<file path="src/clk_switch_pkg.sv">
/*
  Constants for the CPU clock source switch: register offsets on the APB
  map, field positions, writable masks, reset values and source codes.
  Assumes a 32-bit APB with byte addresses and one register per word.
*/
package clk_switch_pkg;

  // ************************************************************
  // Register byte offsets
  // ************************************************************
  localparam logic [7:0] OFS_CLOCK_OPERATION_MODE = 8'h00;
  localparam logic [7:0] OFS_MAIN_OSC_CONTROL = 8'h04;
  localparam logic [7:0] OFS_MAIN_CLOCK_MODE = 8'h08;
  localparam logic [7:0] OFS_PROCESSOR_CLOCK_CONTROL = 8'h0C;
  localparam logic [7:0] OFS_INTERNAL_OSC_MODE = 8'h10;
  localparam logic [7:0] OFS_OSC_STABILIZATION = 8'h14;

  // ************************************************************
  // Field positions
  // ************************************************************
  localparam int BIT_EXT_MAIN_CLOCK_SELECT = 7;
  localparam int BIT_MAIN_OSC_ENABLE = 6;
  localparam int BIT_EXT_SUB_CLOCK_SELECT = 5;
  localparam int BIT_SUB_OSC_ENABLE = 4;
  localparam int BIT_AMP_GAIN_SELECT = 0;
  localparam int BIT_MAIN_OSC_STOP = 7;
  localparam int BIT_PERIPH_MAIN_SELECT = 2;
  localparam int BIT_CPU_MAIN_SELECT = 0;
  localparam int BIT_CPU_SUB_SELECT = 4;
  localparam int BIT_INT_OSC_STATUS = 7;
  localparam int BIT_INT_OSC_STOP = 0;

  // ************************************************************
  // Writable masks and reset values
  // ************************************************************
  localparam logic [7:0] MASK_CLOCK_OPERATION_MODE = 8'hF1;
  localparam logic [7:0] RST_CLOCK_OPERATION_MODE = 8'h00;
  localparam logic RST_MAIN_OSC_STOP = 1'b1;
  localparam logic RST_PERIPH_MAIN_SELECT = 1'b0;
  localparam logic RST_CPU_MAIN_SELECT = 1'b0;
  localparam logic RST_CPU_SUB_SELECT = 1'b0;
  localparam logic RST_INT_OSC_STOP = 1'b0;

  // ************************************************************
  // CPU clock sources, index into the source tick vector
  // ************************************************************
  localparam logic [1:0] SRC_INT = 2'h0;
  localparam logic [1:0] SRC_MAIN = 2'h1;
  localparam logic [1:0] SRC_SUB = 2'h2;

  typedef enum logic [1:0] {
    CPU_RUN,
    CPU_HALT,
    CPU_STOP
  } cpu_mode_t;

endpackage

</file>
<file path="src/clock_mux_glitchless.sv">
/*
  Glitch-free CPU clock selector. Sources arrive as one-cycle ticks on
  mclk. A change of source waits for a tick of the old source, holds the
  output quiet, then adopts the new source on its own tick.
  Assumes every tick input is synchronous to mclk.
*/
`timescale 1ns/1ns
`default_nettype none
module clock_mux_glitchless
  import clk_switch_pkg::*;
(
  // Clock and reset
  input wire logic mclk,
  input wire logic rst_n,
  input wire logic ce,
  // Sources and request
  input wire logic [2:0] src_tick,
  input wire logic [1:0] want_src,
  input wire logic run,
  // Selected clock
  output logic cpu_tick,
  output logic [1:0] cur_src,
  output logic switching
);

  logic [1:0] target;

  // ************************************************************
  // Handover between sources
  // ************************************************************

  // Leave the old source on its edge, join the new one on its edge
  always_ff @(posedge mclk or negedge rst_n) begin
    if (!rst_n) begin
      cur_src <= SRC_INT;
      target <= SRC_INT;
      switching <= 1'b0;
    end else if (ce) begin
      if (!switching) begin
        if (want_src != cur_src && src_tick[cur_src]) begin
          switching <= 1'b1;
          target <= want_src;
        end
      end else if (src_tick[target]) begin
        cur_src <= target;
        switching <= 1'b0;
      end
    end
  end

  // Output is silent while a handover is under way
  assign cpu_tick = ce & run & ~switching & src_tick[cur_src];

  // A new source is adopted only during a handover and on its own tick
  join_edge_a: assert property (@(posedge mclk) disable iff (!rst_n)
    !$stable(cur_src) |-> $past(switching) && $past(src_tick[target]))
    else $error("source adopted off its own tick");

endmodule
`default_nettype wire

</file>
<file path="src/cpu_clock_source_switch.sv">
/*
  CPU clock source control: oscillator enables, gain select, internal
  oscillator status, CPU clock select bits and HALT/STOP handling, with
  its registers on an APB slave.
  Assumes sources arrive as mclk-synchronous ticks and that software
  keeps the documented order of register writes.
*/
// Our own choices: the APB interface to the registers and the address map.
// Behaviour
// - Mode register: bits 7,6,5,4 and 0
// - Main stop bit 7 halts main clock
// - Main mode: peripheral select 2, CPU select 0
// - Processor control: subsystem select in bit 4
// - Internal mode: status bit 7, stop bit 0
// - HALT entered from any clock source
// - Select bits decide the CPU clock source
// - After reset CPU runs internal oscillator
`timescale 1ns/1ns
`default_nettype none
module cpu_clock_source_switch
  import clk_switch_pkg::*;
(
  // Clock and reset
  input wire logic mclk,
  input wire logic rst_n,
  input wire logic ce,
  // APB slave
  input wire logic psel,
  input wire logic penable,
  input wire logic pwrite,
  input wire logic [7:0] paddr,
  input wire logic [31:0] pwdata,
  output logic [31:0] prdata,
  output logic pready,
  output logic pslverr,
  // Clock source ticks and stabilization counter
  input wire logic int_osc_tick,
  input wire logic main_crystal_tick,
  input wire logic ext_main_tick,
  input wire logic sub_crystal_tick,
  input wire logic ext_sub_tick,
  input wire logic [7:0] osc_stabilization_status,
  // CPU power requests
  input wire logic halt_req,
  input wire logic stop_req,
  input wire logic wake_req,
  // Oscillator controls
  output logic main_osc_run,
  output logic main_ext_in_en,
  output logic amp_gain,
  output logic sub_osc_run,
  output logic sub_ext_in_en,
  output logic int_osc_run,
  // CPU clock
  output logic cpu_clk_tick,
  output logic [1:0] cpu_src,
  output logic cpu_halted,
  output logic cpu_stopped
);

  logic [7:0] clock_operation_mode_reg;
  logic main_osc_stop;
  logic periph_main_select;
  logic cpu_main_select;
  logic cpu_sub_select;
  logic int_osc_stop;
  logic int_osc_status;
  cpu_mode_t mode;
  logic wr;
  logic [1:0] want_src;
  logic [2:0] src_tick;
  logic main_tick;
  logic switching;

  // ************************************************************
  // APB decode
  // ************************************************************

  // True when the offset names a register
  function automatic logic addr_hit(input logic [7:0] a);
    addr_hit = (a == OFS_CLOCK_OPERATION_MODE) || (a == OFS_MAIN_OSC_CONTROL) ||
               (a == OFS_MAIN_CLOCK_MODE) || (a == OFS_PROCESSOR_CLOCK_CONTROL) ||
               (a == OFS_INTERNAL_OSC_MODE) || (a == OFS_OSC_STABILIZATION);
  endfunction

  // Zero wait states; unmapped offsets answer with an error
  assign pready = 1'b1;
  assign pslverr = psel & penable & ~addr_hit(paddr);
  assign wr = ce & psel & penable & pwrite;

  // Read data is captured in the setup cycle and stands in the access
  always_ff @(posedge mclk or negedge rst_n) begin
    if (!rst_n) begin
      prdata <= 32'h00000000;
    end else if (ce && psel && !penable) begin
      prdata <= 32'h00000000;
      case (paddr)
        OFS_CLOCK_OPERATION_MODE: prdata[7:0] <= clock_operation_mode_reg;
        OFS_MAIN_OSC_CONTROL: prdata[BIT_MAIN_OSC_STOP] <= main_osc_stop;
        OFS_MAIN_CLOCK_MODE: begin
          prdata[BIT_PERIPH_MAIN_SELECT] <= periph_main_select;
          prdata[BIT_CPU_MAIN_SELECT] <= cpu_main_select;
        end
        OFS_PROCESSOR_CLOCK_CONTROL: prdata[BIT_CPU_SUB_SELECT] <= cpu_sub_select;
        OFS_INTERNAL_OSC_MODE: begin
          prdata[BIT_INT_OSC_STATUS] <= int_osc_status;
          prdata[BIT_INT_OSC_STOP] <= int_osc_stop;
        end
        OFS_OSC_STABILIZATION: prdata[7:0] <= osc_stabilization_status;
        default: prdata <= 32'h00000000;
      endcase
    end
  end

  // ************************************************************
  // Control registers
  // ************************************************************

  // Oscillator mode, gain and main stop
  always_ff @(posedge mclk or negedge rst_n) begin
    if (!rst_n) begin
      clock_operation_mode_reg <= RST_CLOCK_OPERATION_MODE;
      main_osc_stop <= RST_MAIN_OSC_STOP;
    end else if (wr) begin
      if (paddr == OFS_CLOCK_OPERATION_MODE) begin
        clock_operation_mode_reg <= pwdata[7:0] & MASK_CLOCK_OPERATION_MODE;
      end
      if (paddr == OFS_MAIN_OSC_CONTROL) begin
        main_osc_stop <= pwdata[BIT_MAIN_OSC_STOP];
      end
    end
  end

  // CPU and peripheral source selects, internal oscillator stop
  always_ff @(posedge mclk or negedge rst_n) begin
    if (!rst_n) begin
      periph_main_select <= RST_PERIPH_MAIN_SELECT;
      cpu_main_select <= RST_CPU_MAIN_SELECT;
      cpu_sub_select <= RST_CPU_SUB_SELECT;
      int_osc_stop <= RST_INT_OSC_STOP;
    end else if (wr) begin
      if (paddr == OFS_MAIN_CLOCK_MODE) begin
        periph_main_select <= pwdata[BIT_PERIPH_MAIN_SELECT];
        cpu_main_select <= pwdata[BIT_CPU_MAIN_SELECT];
      end
      if (paddr == OFS_PROCESSOR_CLOCK_CONTROL) begin
        cpu_sub_select <= pwdata[BIT_CPU_SUB_SELECT];
      end
      if (paddr == OFS_INTERNAL_OSC_MODE) begin
        int_osc_stop <= pwdata[BIT_INT_OSC_STOP];
      end
    end
  end

  // Status shows the internal oscillator running, one cycle after its enable
  always_ff @(posedge mclk or negedge rst_n) begin
    if (!rst_n) begin
      int_osc_status <= 1'b0;
    end else if (ce) begin
      int_osc_status <= int_osc_run;
    end
  end

  // ************************************************************
  // Oscillator outputs
  // ************************************************************

  // Main and internal oscillators also stop in STOP mode
  assign main_osc_run = clock_operation_mode_reg[BIT_MAIN_OSC_ENABLE] & ~main_osc_stop &
                        ~clock_operation_mode_reg[BIT_EXT_MAIN_CLOCK_SELECT] &
                        (mode != CPU_STOP);
  assign main_ext_in_en = clock_operation_mode_reg[BIT_MAIN_OSC_ENABLE] & ~main_osc_stop &
                          clock_operation_mode_reg[BIT_EXT_MAIN_CLOCK_SELECT] &
                          (mode != CPU_STOP);
  assign amp_gain = clock_operation_mode_reg[BIT_AMP_GAIN_SELECT];
  assign sub_osc_run = clock_operation_mode_reg[BIT_SUB_OSC_ENABLE] &
                       ~clock_operation_mode_reg[BIT_EXT_SUB_CLOCK_SELECT];
  assign sub_ext_in_en = clock_operation_mode_reg[BIT_SUB_OSC_ENABLE] &
                         clock_operation_mode_reg[BIT_EXT_SUB_CLOCK_SELECT];
  assign int_osc_run = ~int_osc_stop & (mode != CPU_STOP);

  // ************************************************************
  // Source selection
  // ************************************************************

  // Only enabled sources deliver ticks
  assign main_tick = (main_osc_run & main_crystal_tick) | (main_ext_in_en & ext_main_tick);
  assign src_tick = {(sub_osc_run & sub_crystal_tick) | (sub_ext_in_en & ext_sub_tick),
                     main_tick, int_osc_run & int_osc_tick};

  // Subsystem select wins, then main select, else internal
  assign want_src = cpu_sub_select ? SRC_SUB :
                    (cpu_main_select ? SRC_MAIN : SRC_INT);

  clock_mux_glitchless u_mux (
    .mclk(mclk),
    .rst_n(rst_n),
    .ce(ce),
    .src_tick(src_tick),
    .want_src(want_src),
    .run(mode == CPU_RUN),
    .cpu_tick(cpu_clk_tick),
    .cur_src(cpu_src),
    .switching(switching)
  );

  // ************************************************************
  // HALT and STOP
  // ************************************************************

  // STOP is refused while the CPU runs on the subsystem clock
  always_ff @(posedge mclk or negedge rst_n) begin
    if (!rst_n) begin
      mode <= CPU_RUN;
    end else if (ce) begin
      case (mode)
        CPU_RUN: begin
          if (stop_req && cpu_src != SRC_SUB) begin
            mode <= CPU_STOP;
          end else if (halt_req) begin
            mode <= CPU_HALT;
          end
        end
        CPU_HALT: if (wake_req) mode <= CPU_RUN;
        CPU_STOP: if (wake_req) mode <= CPU_RUN;
        default: mode <= CPU_RUN;
      endcase
    end
  end

  assign cpu_halted = (mode == CPU_HALT);
  assign cpu_stopped = (mode == CPU_STOP);

  // ************************************************************
  // Checks
  // ************************************************************

  mode_write_a: assert property (@(posedge mclk) disable iff (!rst_n)
    wr && paddr == OFS_CLOCK_OPERATION_MODE |=>
      clock_operation_mode_reg == ($past(pwdata[7:0]) & MASK_CLOCK_OPERATION_MODE))
    else $error("mode register write lost");

  main_stop_a: assert property (@(posedge mclk) disable iff (!rst_n)
    main_osc_stop |-> !main_osc_run && !main_ext_in_en)
    else $error("main clock runs while stopped");

  main_select_a: assert property (@(posedge mclk) disable iff (!rst_n)
    wr && paddr == OFS_MAIN_CLOCK_MODE |=>
      cpu_main_select == $past(pwdata[0]) && periph_main_select == $past(pwdata[2]))
    else $error("main clock mode write lost");

  sub_select_a: assert property (@(posedge mclk) disable iff (!rst_n)
    wr && paddr == OFS_PROCESSOR_CLOCK_CONTROL |=> cpu_sub_select == $past(pwdata[4]))
    else $error("subsystem select write lost");

  int_status_a: assert property (@(posedge mclk) disable iff (!rst_n)
    ce && $rose(int_osc_run) |=> int_osc_status)
    else $error("internal status did not follow enable");

  halt_entry_a: assert property (@(posedge mclk) disable iff (!rst_n)
    ce && mode == CPU_RUN && halt_req && !stop_req |=> cpu_halted)
    else $error("halt request not taken");

  stop_refused_a: assert property (@(posedge mclk) disable iff (!rst_n)
    mode == CPU_RUN && cpu_src == SRC_SUB |=> !cpu_stopped)
    else $error("stop entered from subsystem clock");

  source_follow_a: assert property (@(posedge mclk) disable iff (!rst_n)
    ce && !switching && $stable(want_src) && want_src != cpu_src && src_tick[cpu_src]
      |=> switching && cpu_src == $past(cpu_src))
    else $error("source change not started on old edge");

  quiet_switch_a: assert property (@(posedge mclk) disable iff (!rst_n)
    switching |-> !cpu_clk_tick)
    else $error("cpu tick during source handover");

endmodule
`default_nettype wire

</file>
<file path="config.mk">
export PLATFORM = sky130hd
export DESIGN_NAME = cpu_clock_source_switch
export DESIGN_NICKNAME = d
export VERILOG_FILES = /design/src/clk_switch_pkg.sv /design/src/clock_mux_glitchless.sv /design/src/cpu_clock_source_switch.sv
export SDC_FILE = /design/constraint.sdc
export NUM_CORES = 1
export LEC_CHECK = 0
export ABC_CLOCK_PERIOD_IN_PS = 3290
export BUFFER_PORTS_ARGS = -buffer_cell sky130_fd_sc_hd__buf_2
export CAP_MARGIN = 20
export CELL_PAD_IN_SITES_DETAIL_PLACEMENT = 1
export CELL_PAD_IN_SITES_GLOBAL_PLACEMENT = 1
export CORE_ASPECT_RATIO = 1.5
export CORE_UTILIZATION = 32
export DETAILED_ROUTE_END_ITERATION = 10
export PLACE_DENSITY = 0.83
export SLEW_MARGIN = 40
export SYNTH_ARGS = -nofsm -noshare
export SYNTH_HDL_FRONTEND = slang
export SYNTH_SLANG_ARGS = --single-unit
</file>
<file path="constraint.sdc">
create_clock -name mclk -period 3.29 [get_ports mclk]
set_input_delay 0.329 -clock mclk [delete_from_list [all_inputs] [get_ports mclk]]
set_output_delay 0.329 -clock mclk [all_outputs]
set_load 0.02 [all_outputs]
</file>
==> impl_metrics.ini <==
[route]
postRouteAntennaNets = 0
drtIter0Drc = 20
via_per_inst = 4.67
drtPass1Iterations = 4
routed_wirelength_um = 3820
drcViolationCount = 0
wire_per_inst_um = 13.1
vias = 1365

[global_route]
grt_max_degree = 27
grt-ovfl-total = 0
track_usage = 0.144
grt_pass1_vias = 1286
antenna_found_initial = 0
grt_pass1_wl_um = 5870

[sta]
fin_worst_skew_ns = 0.00208
slew_viol_final = 0
setup_violations = 0
final.min_clock_period_ns = 2.49
finalSetupTns_ns = 0
final-hold-violation-count = 0
fin_crit_sh = 0.757
grt_setup_unrepaired = false
relSlewSlack = 0.596
tightest_slew_ns = 0.606
max_freq_ghz = 0.402

[pwr]
peakVddDrop_mv = 0.189
swShare = 0.338
power.switching_mw = 0.267
powerDensity_nw_per_um2 = 403
p_int_mw = 0.522
pwr-share-clk = 0.270
comb_power_share = 0.282
power_frac_seq = 0.448
leakagePower_nw = 1.03

[worst_setup_path]
crit_start = mode[0]
worstSetupPathType = reg -> out
cp.required_ns = 2.96
reg2reg_from = mode[0]
cp-end-kind = output pin
cp_max_fo = 4
cp-start-kind = flop
cp.arrival_ns = 2.16

[final_layout]
area_delta_synth_final_pct = 17.8
fin_util = 0.398
nets = 292
n_antenna_cell = 0
largest_reg_flops = 8
layout-drive-gt1-share = 0.367

[cts]
cts-root-buf = clkbuf_8
post_cts.repair.setup_buffers = 0
path_clk_slew_ns = 0.09
htreeDepth = 1
cts_buffers = 3
cts_buffer_depth = 2
cts.repair.resized = 0
clock_latency_ns = 0.28
numClockSinks = 26
cts_tree = yes
cts_hold_buf = 0

[floorplanning]
die_x_um = 60.9
die_y_um = 90.3
placementRows = 31
dieArea_sq_um = 5490
io_pins = 107
initial_utilization = 0.338
coreArea_sq_um = 4930

[yosys]
yosysTopAreaCellShare = 0.376
ys_seq_area_frac = 0.392
ys_top_cells_by_count = buf_4 (25), dfrtp_1 (25), nand2_1 (24), mux2_2 (14), nor2_1 (12)
synth_area_per_cell_sq_um = 9.61
ys_top_cells_by_area = dfrtp_1 (38%), buf_4 (11%), mux2_2 (9.5%), nand2_1 (5.4%), nor2_1 (2.7%)
synth_seq_cells = 26
syn_area_sq_um = 1660
synth_warnings = 0
synthCells = 173
ys_types = 42
async_reset_ff_frac = 1.00
synth-edff-count = 0
synth_top_cell_by_area = dfrtp_1
synth_ff_type = dfrtp_1

[placement]
io_buffers = 55
dp.final_hpwl_um = 3150
place.gp.congestion = 0.772

[hold_path]
min_path_type = in -> async

[run]
maxCapViolations = 0

[outcome]
status = complete, no violations
==> metrics by stage <==
stage                     instances  hold slack, ns  power, mW  worst slack [ns]  instance area (sq um)
after global routing            292          0.0938      0.833             0.661                   1960
final                           292          0.0471      0.789             0.800                   1960
after CTS                       292          0.0670      0.799             0.777                   1960
after global placement          288           0.361      0.577              1.10                   1900
after floorplan                 196          0.0334      0.532              1.03                   1750
after detailed placement        288           0.375      0.585              1.08                   1900
==> metal layers <==
layer	GRT usage	vias to the layer above	wire length (um)
li1	-	654	-
met3	0.0258	7	291
met4	0.0663	0	80
met2	0.263	71	2040
met1	0.151	633	1410
met5	0	-	0
==> cells in the final DEF, fill, tap and decap left out, drive strengths merged, types with 2 or more instances in the layout <==
| cell | instances |
|---|---|
| mux2 | 16 |
| nor4 | 4 |
| mux2i | 3 |
| a21boi | 2 |
| clkbuf | 4 |
| a21oi | 5 |
| nand3 | 5 |
| o21ai | 5 |
| and2 | 2 |
| a22o | 2 |
| conb | 25 |
| buf | 55 |
| dfrtp | 25 |
| nor3 | 4 |
| nand2 | 24 |
| inv | 7 |
| nand4 | 4 |
| ha | 3 |
| nor2 | 12 |
==> power groups by stage <==
stage | sequential, mW | combinational (mW) | clock (mW)
4_1_cts | 0.355 | 0.226 | 0.218
6_report | 0.354 | 0.223 | 0.213
3_3_place_gp | 0.359 | 0.219 | 0
5_1_grt | 0.357 | 0.247 | 0.230
2_1_floorplan | 0.356 | 0.176 | 0
3_5_place_dp | 0.361 | 0.224 | 0
==> kinds of logic (layout without fill, tap and decap cells) <==
family | Yosys count | after routing | share of synthesized area
AO/OA/AOI/OAI | 21 | 21 | 0.0835
buffers and inverters | 36 | 66 | 0.138
flip-flops | 26 | 26 | 0.392
multiplexers | 20 | 20 | 0.144
AND/OR/NAND/NOR | 64 | 64 | 0.210
other | 2 | 25 | 0.00452
XOR/XNOR | 1 | 1 | 0.00527
adder cells (fa/ha/maj) | 3 | 3 | 0.0226
==> worst paths after layout <==
| path | cells after the start | to | slack [ns] |
|---|---|---|---|
| max in group asynchronous | 1 | u_mux.cur_src[0] | 2.84 |
| min in group mclk | 3 | prdata[6] | 0.26 |
| hold reg to reg | 2 | prdata[7] | 0.48 |
| setup reg to reg | 7 | u_mux.target[1] | 1.09 |
| setup / recovery | 7 | cpu_clk_tick | 0.80 |
| hold / removal | 1 | prdata[5] | 0.05 |
==> critical path: stages (launching register included) <==
cell and delay [ns]:
dfrtp_1 0.39, inv_1 0.07, ha_1 0.25, or3b_4 0.42, nor4_1 0.24, a211oi_1 0.11
nor3_1 0.19, buf_2 0.20
==> area by class of cell <==
cell class	instances	area (sq um)
Clock buffer	4	55.1
Fill cell	593	2970
Inverter	7	26.3
Multi-Input combinational cell	134	868
Sequential cell	26	652
Tap cell	66	82.6
Timing Repair Buffer	55	275
Note: power is estimated with default switching activity, not from simulation.
